### src/common/sdrc_pkg.sv
// Package of register map, field layout and reset values for the read and timing configuration
package sdrc_pkg;
   localparam int unsigned ADDR_W           = 32;
   localparam int unsigned DATA_W           = 32;
   localparam int unsigned NUM_CS           = 4;

   localparam logic [31:0] READ_CFG_OFFSET  = 32'h3108_0028;
   localparam logic [31:0] PRE_OFFSET       = 32'h3108_0030;
   localparam logic [31:0] RAS_OFFSET       = 32'h3108_0034;
   localparam logic [31:0] SREX_OFFSET      = 32'h3108_0038;

   localparam int unsigned SDR_STRAT_LSB    = 0;
   localparam int unsigned SDR_EDGE_BIT     = 4;
   localparam int unsigned DDR_STRAT_LSB    = 8;
   localparam int unsigned DDR_EDGE_BIT     = 12;
   localparam int unsigned PRE_W            = 4;
   localparam int unsigned RAS_W            = 4;
   localparam int unsigned SREX_W           = 7;

   localparam logic [1:0]  STRAT_CLK_DLY    = 2'h0;
   localparam logic [1:0]  STRAT_CMD_DLY    = 2'h1;
   localparam logic [1:0]  STRAT_CMD_DLY_P1 = 2'h2;
   localparam logic [1:0]  STRAT_CMD_DLY_P2 = 2'h3;

   localparam logic        EDGE_RST         = 1'h0;
   localparam logic [1:0]  STRAT_RST        = 2'h0;
   localparam logic [3:0]  PRE_RST          = 4'hf;
   localparam logic [3:0]  RAS_RST          = 4'hf;
   localparam logic [6:0]  SREX_RST         = 7'h7f;

   localparam int unsigned WAIT_STATES      = 1;
endpackage

### src/sdrc_read_timing.sv
// Read capture, read strategy and per chip select timing counters of the dynamic memory controller
//
// Strobed register access was chosen for this implementation.
`timescale 1ns/1ns
`default_nettype none

module sdrc_read_timing
   import sdrc_pkg::*;
#(
   parameter int unsigned RD_W  = 32,
   parameter int unsigned CMD_W = 8
)(
   input  wire logic                 i_clk,
   input  wire logic                 i_reset,
   input  wire logic [ADDR_W-1:0]    i_addr,
   input  wire logic [DATA_W-1:0]    i_wdata,
   input  wire logic                 i_wr,
   input  wire logic                 i_rd,
   output logic      [DATA_W-1:0]    o_rdata,
   output logic                      o_ack,
   input  wire logic                 i_ddr_mode,
   input  wire logic [RD_W-1:0]      i_mem_dq,
   output logic      [RD_W-1:0]      o_rd_data,
   input  wire logic [CMD_W-1:0]     i_cmd,
   output logic      [CMD_W-1:0]     o_cmd,
   output logic                      o_clk_out_delayed,
   output logic                      o_cmd_delayed,
   input  wire logic [NUM_CS-1:0]    i_precharge_issued,
   input  wire logic [NUM_CS-1:0]    i_activate_issued,
   input  wire logic [NUM_CS-1:0]    i_self_refresh_exit,
   output logic      [NUM_CS-1:0]    o_bank_ready,
   output logic      [NUM_CS-1:0]    o_precharge_allowed,
   output logic      [NUM_CS-1:0]    o_srex_done
);

   logic              ddr_capture_edge_ff;
   logic [1:0]        ddr_read_strategy_ff;
   logic              sdr_capture_edge_ff;
   logic [1:0]        sdr_read_strategy_ff;
   logic [PRE_W-1:0]  precharge_period_ff;
   logic [RAS_W-1:0]  active_to_precharge_period_ff;
   logic [SREX_W-1:0] self_refresh_exit_time_ff;

   logic              sel_read_cfg;
   logic              sel_pre;
   logic              sel_ras;
   logic              sel_srex;
   logic [DATA_W-1:0] nxt_rdata;

   // Full address decode; any other address reads zero and is still acknowledged
   assign sel_read_cfg = (i_addr == READ_CFG_OFFSET);
   assign sel_pre      = (i_addr == PRE_OFFSET);
   assign sel_ras      = (i_addr == RAS_OFFSET);
   assign sel_srex     = (i_addr == SREX_OFFSET);

   // Configuration registers; the settings are not per chip select
   always_ff @(posedge i_clk or posedge i_reset)
   begin
      if (i_reset)
      begin
         ddr_capture_edge_ff  <= EDGE_RST;
         ddr_read_strategy_ff <= STRAT_RST;
         sdr_capture_edge_ff  <= EDGE_RST;
         sdr_read_strategy_ff <= STRAT_RST;
      end
      else if (i_wr && sel_read_cfg)
      begin
         ddr_capture_edge_ff  <= i_wdata[DDR_EDGE_BIT];
         ddr_read_strategy_ff <= i_wdata[DDR_STRAT_LSB +: 2];
         sdr_capture_edge_ff  <= i_wdata[SDR_EDGE_BIT];
         sdr_read_strategy_ff <= i_wdata[SDR_STRAT_LSB +: 2];
      end
   end

   // Timing values may change at any time; running counts keep their old load
   always_ff @(posedge i_clk or posedge i_reset)
   begin
      if (i_reset)
         precharge_period_ff <= PRE_RST;
      else if (i_wr && sel_pre)
         precharge_period_ff <= i_wdata[PRE_W-1:0];
   end

   always_ff @(posedge i_clk or posedge i_reset)
   begin
      if (i_reset)
         active_to_precharge_period_ff <= RAS_RST;
      else if (i_wr && sel_ras)
         active_to_precharge_period_ff <= i_wdata[RAS_W-1:0];
   end

   always_ff @(posedge i_clk or posedge i_reset)
   begin
      if (i_reset)
         self_refresh_exit_time_ff <= SREX_RST;
      else if (i_wr && sel_srex)
         self_refresh_exit_time_ff <= i_wdata[SREX_W-1:0];
   end

   // Unused and reserved bits read zero
   always_comb
   begin
      nxt_rdata = '0;
      if (sel_read_cfg)
      begin
         nxt_rdata[DDR_EDGE_BIT]       = ddr_capture_edge_ff;
         nxt_rdata[DDR_STRAT_LSB +: 2] = ddr_read_strategy_ff;
         nxt_rdata[SDR_EDGE_BIT]       = sdr_capture_edge_ff;
         nxt_rdata[SDR_STRAT_LSB +: 2] = sdr_read_strategy_ff;
      end
      else if (sel_pre)
         nxt_rdata[PRE_W-1:0] = precharge_period_ff;
      else if (sel_ras)
         nxt_rdata[RAS_W-1:0] = active_to_precharge_period_ff;
      else if (sel_srex)
         nxt_rdata[SREX_W-1:0] = self_refresh_exit_time_ff;
   end

   // Read data stand only in the cycle after the strobe
   always_ff @(posedge i_clk or posedge i_reset)
   begin
      if (i_reset)
         o_rdata <= '0;
      else if (i_rd)
         o_rdata <= nxt_rdata;
      else
         o_rdata <= '0;
   end

   // The acknowledge one cycle after the strobe is the single wait state
   always_ff @(posedge i_clk or posedge i_reset)
   begin
      if (i_reset)
         o_ack <= 1'h0;
      else
         o_ack <= (i_rd || i_wr);
   end

   // Capture on both edges; the falling-edge flop gives a half cycle of extra margin
   logic [RD_W-1:0] cap_neg_ff;
   logic [RD_W-1:0] cap_pos_ff;
   logic [RD_W-1:0] neg_hold_ff;
   logic [RD_W-1:0] pos_hold_ff;
   logic            use_rising;

   always_ff @(negedge i_clk or posedge i_reset)
   begin
      if (i_reset)
         cap_neg_ff <= '0;
      else
         cap_neg_ff <= i_mem_dq;
   end

   always_ff @(posedge i_clk or posedge i_reset)
   begin
      if (i_reset)
         cap_pos_ff <= '0;
      else
         cap_pos_ff <= i_mem_dq;
   end

   // Second stage per edge; the selection reads only settled copies
   always_ff @(posedge i_clk or posedge i_reset)
   begin
      if (i_reset)
         neg_hold_ff <= '0;
      else
         neg_hold_ff <= cap_neg_ff;
   end

   always_ff @(posedge i_clk or posedge i_reset)
   begin
      if (i_reset)
         pos_hold_ff <= '0;
      else
         pos_hold_ff <= cap_pos_ff;
   end

   assign use_rising = i_ddr_mode ? ddr_capture_edge_ff : sdr_capture_edge_ff;

   always_ff @(posedge i_clk or posedge i_reset)
   begin
      if (i_reset)
         o_rd_data <= '0;
      else
         o_rd_data <= use_rising ? pos_hold_ff : neg_hold_ff;
   end

   // Strategy selection and extra command delay stages
   logic [1:0]       strategy;
   logic [CMD_W-1:0] cmd_d1_ff;
   logic [CMD_W-1:0] cmd_d2_ff;
   logic [CMD_W-1:0] nxt_cmd;

   assign strategy = i_ddr_mode ? ddr_read_strategy_ff : sdr_read_strategy_ff;

   // Two history stages give the one and two extra command cycles
   always_ff @(posedge i_clk or posedge i_reset)
   begin
      if (i_reset)
         cmd_d1_ff <= '0;
      else
         cmd_d1_ff <= i_cmd;
   end

   always_ff @(posedge i_clk or posedge i_reset)
   begin
      if (i_reset)
         cmd_d2_ff <= '0;
      else
         cmd_d2_ff <= cmd_d1_ff;
   end

   always_comb
   begin
      case (strategy)
         STRAT_CMD_DLY_P1: nxt_cmd = cmd_d1_ff;
         STRAT_CMD_DLY_P2: nxt_cmd = cmd_d2_ff;
         default:          nxt_cmd = i_cmd;
      endcase
   end

   always_ff @(posedge i_clk or posedge i_reset)
   begin
      if (i_reset)
         o_cmd <= '0;
      else
         o_cmd <= nxt_cmd;
   end

   // Pad side picks clock delay or command delay from these two flags
   always_ff @(posedge i_clk or posedge i_reset)
   begin
      if (i_reset)
      begin
         o_clk_out_delayed <= 1'h1;
         o_cmd_delayed     <= 1'h0;
      end
      else
      begin
         o_clk_out_delayed <= (strategy == STRAT_CLK_DLY);
         o_cmd_delayed     <= (strategy != STRAT_CLK_DLY);
      end
   end

   // Per chip select timers, all loaded from the same shared fields
   genvar cs;
   generate
      for (cs = 0; cs < NUM_CS; cs++)
      begin : g_cs
         logic [PRE_W:0]  pre_cnt_ff;
         logic [RAS_W:0]  ras_cnt_ff;
         logic [SREX_W:0] srex_cnt_ff;
         logic [PRE_W:0]  nxt_pre_cnt;
         logic [RAS_W:0]  nxt_ras_cnt;
         logic [SREX_W:0] nxt_srex_cnt;

         // Field value n gives n+1 cycles; 0xF and 0x7F fall out as 16 and 128
         always_comb
         begin
            nxt_pre_cnt = pre_cnt_ff;
            if (i_precharge_issued[cs])
               nxt_pre_cnt = {1'h0, precharge_period_ff} + 1'h1;
            else if (pre_cnt_ff != '0)
               nxt_pre_cnt = pre_cnt_ff - 1'h1;
         end

         always_comb
         begin
            nxt_ras_cnt = ras_cnt_ff;
            if (i_activate_issued[cs])
               nxt_ras_cnt = {1'h0, active_to_precharge_period_ff} + 1'h1;
            else if (ras_cnt_ff != '0)
               nxt_ras_cnt = ras_cnt_ff - 1'h1;
         end

         always_comb
         begin
            nxt_srex_cnt = srex_cnt_ff;
            if (i_self_refresh_exit[cs])
               nxt_srex_cnt = {1'h0, self_refresh_exit_time_ff} + 1'h1;
            else if (srex_cnt_ff != '0)
               nxt_srex_cnt = srex_cnt_ff - 1'h1;
         end

         // Bank ready rises once the precharge period has run out
         always_ff @(posedge i_clk or posedge i_reset)
         begin
            if (i_reset)
            begin
               pre_cnt_ff       <= '0;
               o_bank_ready[cs] <= 1'h1;
            end
            else
            begin
               pre_cnt_ff       <= nxt_pre_cnt;
               o_bank_ready[cs] <= (nxt_pre_cnt == '0);
            end
         end

         // An open row may be closed only after the active period
         always_ff @(posedge i_clk or posedge i_reset)
         begin
            if (i_reset)
            begin
               ras_cnt_ff              <= '0;
               o_precharge_allowed[cs] <= 1'h1;
            end
            else
            begin
               ras_cnt_ff              <= nxt_ras_cnt;
               o_precharge_allowed[cs] <= (nxt_ras_cnt == '0);
            end
         end

         // Commands wait out the self-refresh exit time
         always_ff @(posedge i_clk or posedge i_reset)
         begin
            if (i_reset)
            begin
               srex_cnt_ff     <= '0;
               o_srex_done[cs] <= 1'h1;
            end
            else
            begin
               srex_cnt_ff     <= nxt_srex_cnt;
               o_srex_done[cs] <= (nxt_srex_cnt == '0);
            end
         end
      end
   endgenerate

endmodule

`default_nettype wire

### config.mk
export PLATFORM = sky130hd
export DESIGN_NAME = sdrc_read_timing
export DESIGN_NICKNAME = d
export VERILOG_FILES = /design/src/common/sdrc_pkg.sv /design/src/sdrc_read_timing.sv
export SDC_FILE = /design/constraint.sdc
export NUM_CORES = 1
export LEC_CHECK = 0
export ABC_AREA = 1
export BUFFER_PORTS_ARGS = -buffer_cell sky130_fd_sc_hd__buf_2
export CELL_PAD_IN_SITES_DETAIL_PLACEMENT = 1
export CELL_PAD_IN_SITES_GLOBAL_PLACEMENT = 1
export CORE_MARGIN = 4
export CORE_UTILIZATION = 39
export CTS_CLUSTER_DIAMETER = 150
export DETAILED_ROUTE_END_ITERATION = 10
export PLACE_DENSITY = 0.74
export SLEW_MARGIN = 10
export SYNTH_ARGS = -nofsm -noshare
export SYNTH_HDL_FRONTEND = slang
export SYNTH_SLANG_ARGS = --single-unit
### constraint.sdc
create_clock -name i_clk -period 9.21 [get_ports i_clk]
set_clock_uncertainty 0.2 [all_clocks]
set_input_delay 0.921 -clock i_clk [delete_from_list [all_inputs] [get_ports i_clk]]
set_output_delay 0.921 -clock i_clk [all_outputs]
set_load 0.03 [all_outputs]
==> flow_metrics.tcl, run 1 <==
set metrics [dict create \
    status "complete, no violations" \
    hold_start "cap_pos_ff[31]$_DFF_PP0_" \
    timing.slew.headroom_pct 54.0 \
    ff2ff_path_depth 0 \
    p_switching_uw 917 \
    coreArea_sq_um 29900 \
    ios 208 \
    grt_pass1_wl_microns 45300 \
    end_kind "async pin" \
    path_max_fanout 88 \
    drcViolationCount 0 \
    n_fill_cell 3335 \
    grt_pass1_vias 8968 \
    cts_tree "yes" \
    synth-seq-cells 302 \
    synth_cells 1122 \
    multiInputGateArea_sq_um 3670 \
    power.static_leakage_uw 0.00713 \
    clkPwrFrac_pct 40.3 \
    via_per_inst 4.66 \
    synthDistinctLibCells 45 \
    grt_max_degree 89 \
    first_iter_violations 341 \
    route.met2.wl_microns 14200 \
    cts_resized 0 \
    finalSetupViolCount 0 \
    cp-start-kind "primary input" \
    worstSetupPathType "in2async" \
    route.met3.wl_microns 1110 \
    antenna_found_initial 2 \
    ys_warn_count 0 \
    root_buffer "clkbuf_16" \
    dp_hpwl_microns 19200 \
    crit_required_ps 5110 \
    worst_pin_slew_ps 690 \
    hold_class "reg2reg" \
    seqCellArea_sq_um 7590 \
    initial_core_util_pct 39.8 \
    cts-hold-fix-buffers 0 \
    drv_cap 0 \
    worstPathArrival_ps 1990 \
    synth_flop_cell "dfrtp_1" \
    die_area_sq_um 33400 \
    wire_per_inst_microns 15.4 \
    final_nets 1460 \
    final_max_slew_viol_count 0 \
    portBuffers 163 \
    hold_path_end "pos_hold_ff[31]$_DFF_PP0_" \
    htree_levels 2 \
    grt_usage_pct 16.5 \
    drtPass1Iterations 4 \
    p_comb_share_pct 15.2 \
    synth.most_common_cell "dfrtp_1" \
    ys_seq_area_share_pct 63.8 \
    whs_path_depth 0 \
    final_cells 1736 \
    drive_above_1_share_pct 23.5 \
    top_layer_used "met5" \
    r2r_start "cap_neg_ff[26]$_DFF_NP0_" \
    r2r-end "neg_hold_ff[26]$_DFF_PP0_" \
    die_w_microns 183 \
    cts.path.max_buffers 3 \
    postCtsSetupRepairBufs 0 \
    rows 63 \
    synth.area.top_cells "dfrtp_1 (51%), nand2_1 (6.9%), dfrtn_1 (6.7%), dfstp_2 (6.2%), inv_1 (4.2%)" \
    clk_latency_ps 500 \
    place_congestion 0.791 \
    hold_viol 0 \
    whs_ps 144 \
    syn_area_per_cell_sq_um 10.6 \
    grt_overflow_total 0 \
    ys_top_cells_by_count "dfrtp_1 (242), nand2_1 (218), inv_1 (133)" \
    wirelength_met1_microns 10800 \
    p_per_area_nw_per_um2 237 \
    finalWirelength_microns 26700 \
    synth_largest_area_cell "dfrtp_1" \
    internal_power_uw 2470 \
    netlist_area_sq_um 11900 \
    numCtsBuffers 34 \
    area_delta_synth_final_pct 20.3 \
    grt_setup_unrepaired "false" \
    ys_async_sr_fraction_pct 100 \
    r2r_slack_ps 3920 \
    ir_drop_uv 114 \
    yosysTopAreaCellShare_pct 50.9 \
    synth_enable_flop_cells 0 \
    route.vias.total 8092 \
    swShare_pct 27.1 \
    power_frac_seq_pct 44.5 \
    place_inst 1674 \
    path_clk_slew_ps 60 \
    die_h_microns 183 \
    ant_nets 0 \
    clock-sinks 302 \
]
## stage by stage
step	setup WS [ps]	setup TNS, ps	area [sq um]	power, uW	utilization [%]
finish	3120	0	14300	3390	47.9
CTS	3100	0	14300	3440	47.9
global route	2940	0	14300	3590	47.9
floorplan	-352	-11260	12000	1910	-
detailed placement	2560	0	13200	2050	44.0
global placement	2600	0	13200	2020	44.0
## registers in the layout, indices dropped and copies added (netlist names), 7 cells and up
| register | count |
|---|---|
| cap_neg_ff | 32 |
| cap_pos_ff | 32 |
| g_cs.srex_cnt_ff | 32 |
| neg_hold_ff | 32 |
| o_rd_data | 32 |
| pos_hold_ff | 32 |
| g_cs.pre_cnt_ff | 20 |
| g_cs.ras_cnt_ff | 20 |
| o_rdata | 10 |
| cmd_d1_ff | 8 |
| cmd_d2_ff | 8 |
| o_cmd | 8 |
| self_refresh_exit_time_ff | 7 |
## power by group through the flow
stage	Combinational (uW)	Sequential (uW)	Clock (uW)
after floorplan	345	1560	0
after global placement	500	1520	0
after detailed placement	521	1530	0
after CTS	527	1510	1400
after global routing	599	1520	1470
final	517	1510	1360
## layout by cell type (no fill, tap or decap), types with 13 or more instances in the layout
master / synthesis / final
inv_1: 133 / 132
nand3_1: 83 / 83
xor2_1: 20 / 20
mux2_1: 13 / 13
xnor2_1: 14 / 14
dfrtp_1: 242 / 242
clkbuf_16: 0 / 35
mux2_2: 19 / 19
o21ai_1: 15 / 14
dfstp_2: 28 / 28
nor2_1: 104 / 104
conb_1: 1 / 22
o21ai_0: 59 / 59
dfrtn_1: 32 / 32
nand2_1: 218 / 218
buf_2: 1 / 163
ha_1: 19 / 19
nor2_2: 13 / 13
## worst max path at each step
| stage | cells past startpoint | from | endpoint | slack (ps) |
|---|---|---|---|---|
| 6_report | 3 | i_reset | cap_neg_ff[17]$_DFF_NP0_ | 3120 |
| 5_1_grt | 3 | i_reset | cap_neg_ff[17]$_DFF_NP0_ | 2940 |
| 4_1_cts | 3 | i_reset | cap_neg_ff[12]$_DFF_NP0_ | 3100 |
| 3_5_place_dp | 3 | i_reset | cap_neg_ff[12]$_DFF_NP0_ | 2560 |
| 3_3_place_gp | 3 | i_reset | cap_neg_ff[12]$_DFF_NP0_ | 2600 |
| 2_1_floorplan | 1 | i_reset | cap_neg_ff[0]$_DFF_NP0_ | -350 |
## cell families (layout without fill, tap and decap cells)
| kind of cell | Yosys count | in the layout | share of synthesized area [%] |
|---|---|---|---|
| DFF | 302 | 302 | 63.8 |
| buffers and inverters | 165 | 367 | 6.11 |
| adders and majority gates | 19 | 19 | 2.00 |
| other | 1 | 23 | 0.0315 |
| AOI/OAI and AO/OA | 104 | 104 | 4.87 |
| muxes | 32 | 32 | 3.03 |
| and+or+nand+nor | 464 | 464 | 17.5 |
| xor gates and xnor gates | 35 | 35 | 2.64 |
## critical path, cell delays in order
cell        delay [ps]
buf_2              110
clkinvlp_4         420
buf_12             420
## metal layers
metal  vias up  track usage (%)
met4         2             4.41
met3        47             3.17
met2       140             30.2
met1      3993             20.0
li1       3910                -
met5         -                0
## final cells by class
class                      instances  area share (%)
tap                              390            3.41
clock inverter                    13            1.04
antenna                            1          0.0175
multi-input combinational        676            25.6
sequential                       302            53.1
timing repair buffer             168            6.14
inverter                         138            3.68
clock buffer                      48            7.02
(Power assumes the default switching activity.)
==> run 2: changes to the inputs <==
Settings changed: CORE_UTILIZATION 39 to 43, PLACE_DENSITY 0.74 to 0.78.
Clock period 9.21 ns to 6.1 ns, I/O delays scaled along.
==> run 2 against run 1 <==
Net effect: worst hold slack worse by 33 ps; combinational power is 56% higher; non-clock buffer count is 41 higher; largest power group unchanged.
==> flow_metrics.tcl, run 2 (synthesis results as in run 1) <==
set metrics [dict create \
    end_kind "async pin" \
    ant_nets 0 \
    worst_pin_slew_ps 815 \
    grt_usage_pct 18.4 \
    grt_overflow_total 0 \
    numCtsBuffers 31 \
    timing.slew.headroom_pct 45.6 \
    first_iter_violations 462 \
    final_max_slew_viol_count 0 \
    rows 60 \
    path_clk_slew_ps 60 \
    ios 208 \
    clock-sinks 302 \
    final_nets 1498 \
    area_delta_synth_final_pct 22.3 \
    crit_required_ps 3570 \
    layout_common_cells "dfrtp_1 (242), nand2_1 (218), buf_2 (163)" \
    via_per_inst 4.69 \
    initial_core_util_pct 43.9 \
    r2r_start "cap_neg_ff[1]$_DFF_NP0_" \
    drv_cap 0 \
    cts_tree "yes" \
    path_max_fanout 102 \
    hold_class "in2reg" \
    clk_latency_ps 550 \
    htree_levels 1 \
    die_area_sq_um 30400 \
    drtPass1Iterations 4 \
    ir_drop_uv 187 \
    worstPathArrival_ps 2040 \
    grt_pass1_vias 9213 \
    drive_above_1_share_pct 22.4 \
    wire_per_inst_microns 15.7 \
    final_common_cell "dfrtp_1" \
    portBuffers 163 \
    grt_setup_unrepaired "false" \
    finalSetupViolCount 0 \
    p_total_uw 4910 \
    grt_pass1_wl_microns 46300 \
    worstSetupPathType "in2async" \
    hold_viol 0 \
    place_congestion 0.824 \
    drcViolationCount 0 \
    root_buffer "clkbuf_16" \
    die_h_microns 174 \
    dpl_cell_area_sq_um 13100 \
    hold_start "i_wdata[6]" \
    route.vias.total 8238 \
    dp_hpwl_microns 19000 \
    cts.path.max_buffers 3 \
    antenna_found_initial 3 \
    final_core_util_pct 53.7 \
    grt_max_degree 103 \
    status "complete, no violations" \
    die_w_microns 174 \
    coreArea_sq_um 27100 \
    critical_path.startpoint "i_reset" \
    n_fill_cell 2989 \
    design_area_sq_um 14600 \
    cp-start-kind "primary input" \
    postCtsSetupRepairBufs 0 \
    p_per_area_nw_per_um2 338 \
    finalWirelength_microns 27500 \
    power.static_leakage_uw 0.00721 \
]
-- run 2: cell count changes in the layout (fill, tap and decap cells not counted), sizes merged --
cell,delta
diode,+1
dlygate4sd3,+41
clkinv,-6
clkinvlp,+4
clkbuf,+2
inv,-1
bufinv,-3
-- run 2: worst paths after layout --
kind,cells after the start,slack (ps),to
hold / removal,3,110,self_refresh_exit_time_ff[6]$_DFFE_PP1P_
max in group i_clk,2,1940,cap_neg_ff[11]$_DFF_NP0_
hold reg to reg,0,150,pos_hold_ff[21]$_DFF_PP0_
setup reg to reg,0,2370,neg_hold_ff[1]$_DFF_PP0_
min in group asynchronous,3,380,o_rd_data[30]$_DFF_PP0_
setup / recovery,4,1530,cap_neg_ff[0]$_DFF_NP0_
-- run 2: layout make-up --
type / count / area, sq um / area share [%]
Antenna cell: 2 / 5.00 / 0.0344
Clock buffer: 50 / 957 / 6.58
Clock inverter: 7 / 51.3 / 0.352
Inverter: 138 / 527 / 3.62
Multi-Input combinational cell: 676 / 3670 / 25.2
Sequential cell: 302 / 7590 / 52.2
Tap cell: 372 / 465 / 3.20
Timing Repair Buffer: 209 / 1290 / 8.85
-- run 2: metal layers --
metal	vias up	global-route usage (%)	part of all wire [%]
met4	2	5.01	2.1
met2	151	33.4	53
li1	3980	-	-
met1	4060	22.7	41
met3	45	3.20	4.5
met5	-	0	0.025
-- run 2: power breakdown --
part	internal, uW	total [uW]	leakage (uW)	switching (uW)
Combinational	287	807	0.00312	519
Clock	1070	1830	0.000479	762
Sequential	2180	2280	0.00361	91.4
Total	3540	4910	0.00721	1370
-- run 2: repair_timing --
item | CTS | global route
gates resized for setup | 0 | 0
hold buffers | 41 | 0
hold endpoints to repair | 51 | 0
-- run 2: stage by stage --
stage                     cells  setup WS, ps  hold slack (ps)  TNS, ps
after floorplan            1143         -1600              131   -51070
after global placement     1656          1530              132        0
after detailed placement   1656          1500              136        0
after CTS                  1754          1510             93.7        0
after global routing       1756          1370             94.0        0
final                      1756          1530              111        0
-- run 2: worst max-delay path: stages --
cell,delay (ps)
dlygate4sd3_1,530
buf_2,130
clkinvlp_4,230
buf_12,420
==> run 3: changes to the inputs <==
Clock period 6.1 ns to 4.3 ns, I/O delays scaled along.
==> run 3 against run 2 <==
Net effect: global-route usage increased by 1.1 points; total power increased by 46%; sequential share of layout area decreased by 0.96 points; first-iteration DRC count decreased by 12%; worst hold slack got worse by 78 ps; clock power increased by 50%; worst setup slack got worse by 700 ps; non-clock buffer count increased by 24; die area unchanged; critical path depth unchanged; final cell count increased by 1.3%; critical endpoint is now cap_neg_ff[18]$_DFF_NP0_.
==> flow_metrics.tcl, run 3 (synthesis results as in run 1) <==
set metrics [dict create \
    status "complete, no violations" \
    r2r_start "cap_neg_ff[6]$_DFF_NP0_" \
    fin_tns_setup_ps 0 \
    area_delta_synth_final_pct 24.6 \
    path_max_fanout 40 \
    final_core_util_pct 54.7 \
    first_iter_violations 405 \
    r2r_slack_ps 1480 \
    internal_power_uw 5170 \
    grt_use_met3_pct 3.07 \
    grt_pass1_wl_microns 48700 \
    final_common_cell "dfrtp_1" \
    final_max_slew_viol_count 0 \
    p_switching_uw 1990 \
    drtPass1Iterations 6 \
    layout_common_cells "dfrtp_1 (242), nand2_1 (218), buf_2 (163)" \
    gr-usage-met2_pct 36.6 \
    worstSetupPathType "in2async" \
    crit_chain "dlygate4sd3_1, buf_2, clkinvlp_4, buf_12" \
    power.static_leakage_uw 0.00737 \
    use_met1_pct 23.3 \
    final_nets 1522 \
    whs_ps 33.6 \
    ios 208 \
    cts_tree "yes" \
    cts-hold-fix-buffers 58 \
    grt-busiest-layer "met2" \
    root_buffer "clkbuf_16" \
    drv_cap 0 \
    crit_end "cap_neg_ff[18]$_DFF_NP0_" \
    p_total_uw 7160 \
    drive_above_1_share_pct 22.8 \
    grt_usage_pct 19.5 \
    cp-start-kind "primary input" \
    finalWirelength_microns 29100 \
    portBuffers 163 \
    initial_core_util_pct 43.9 \
    path_clk_slew_ps 60 \
    ant_nets 0 \
    rows 60 \
    grt_max_degree 64 \
    grt_setup_unrepaired "false" \
    hold_viol 0 \
    timing.slew.headroom_pct 42.5 \
    crit_required_ps 2750 \
    ir_drop_uv 285 \
    die_h_microns 174 \
    max_stage_delay_ps 540 \
    slowest_stage "dlygate4sd3_1" \
    end_kind "async pin" \
    power_frac_seq_pct 45.1 \
    ff2ff_path_depth 0 \
    route.vias.total 8428 \
    dp_hpwl_microns 20000 \
    p_comb_share_pct 16.5 \
    worst_pin_slew_ps 859 \
    drcViolationCount 0 \
    die_area_sq_um 30400 \
    worstPathArrival_ps 1920 \
    cts_resized 0 \
    coreArea_sq_um 27100 \
    grt_overflow_total 0 \
    via_per_inst 4.74 \
    grt_pass1_vias 9472 \
    hold_class "in2reg" \
    wire_per_inst_microns 16.4 \
    n_fill_cell 3009 \
    postCtsSetupRepairBufs 0 \
    swShare_pct 27.8 \
    clock-sinks 302 \
    clkPwrFrac_pct 38.3 \
    place_congestion 0.813 \
    finalSetupViolCount 0 \
    die_w_microns 174 \
    numCtsBuffers 31 \
    htree_levels 1 \
    r2r-end "neg_hold_ff[6]$_DFF_PP0_" \
    clk_latency_ps 550 \
    p_per_area_nw_per_um2 483 \
    num_antenna_cells 0 \
    antenna_found_initial 0 \
    cts.path.max_buffers 3 \
    critical_path.startpoint "i_reset" \
]
## run 3: metrics by stage
step                      instance area [sq um]  std cells  setup WS [ps]
after floorplan                           12000       1143          -2320
after detailed placement                  13200       1663            817
after CTS                                 14800       1778            830
after global placement                    13200       1663            848
after global routing                      14800       1778            705
final                                     14800       1778            831
## run 3: cell type report
cell class	instances	area, sq um	share of cell area (%)
tap	372	465	3.14
clock inverter	17	193	1.30
clock buffer	40	860	5.80
sequential	302	7590	51.2
timing repair buffer	233	1520	10.3
multi-input combinational	676	3670	24.7
inverter	138	527	3.55
## run 3: per-layer routing
metal  wire length (microns)  vias up
li1                        -     4023
met1                   11500     4180
met2                   15700      170
met3                    1230       55
met4                     691        0
met5                       0        -
## run 3: worst max-delay path: cells and delay by family
family / cells / cell delay [ps]
buffers and inverters: 4 / 1450
## run 3: how the worst min path moves through the flow
stage	slack [ps]	endpoint	from	cells past startpoint
4_1_cts	4	g_cs[1].srex_cnt_ff[6]$_DFF_PP0_	i_self_refresh_exit[1]	3
3_3_place_gp	130	pos_hold_ff[11]$_DFF_PP0_	cap_pos_ff[11]$_DFF_PP0_	0
5_1_grt	30	g_cs[1].srex_cnt_ff[6]$_DFF_PP0_	i_self_refresh_exit[1]	3
2_1_floorplan	130	pos_hold_ff[0]$_DFF_PP0_	cap_pos_ff[0]$_DFF_PP0_	0
3_5_place_dp	140	pos_hold_ff[15]$_DFF_PP0_	cap_pos_ff[15]$_DFF_PP0_	0
6_report	30	g_cs[1].srex_cnt_ff[6]$_DFF_PP0_	i_self_refresh_exit[1]	3
## run 3: power by group through the flow
stage | Clock (uW) | Combinational [uW] | Sequential, uW
after global routing | 2940 | 1350 | 3260
after CTS | 2810 | 1200 | 3230
after detailed placement | 0 | 1130 | 3280
final | 2740 | 1180 | 3230
after floorplan | 0 | 739 | 3350
after global placement | 0 | 1070 | 3260
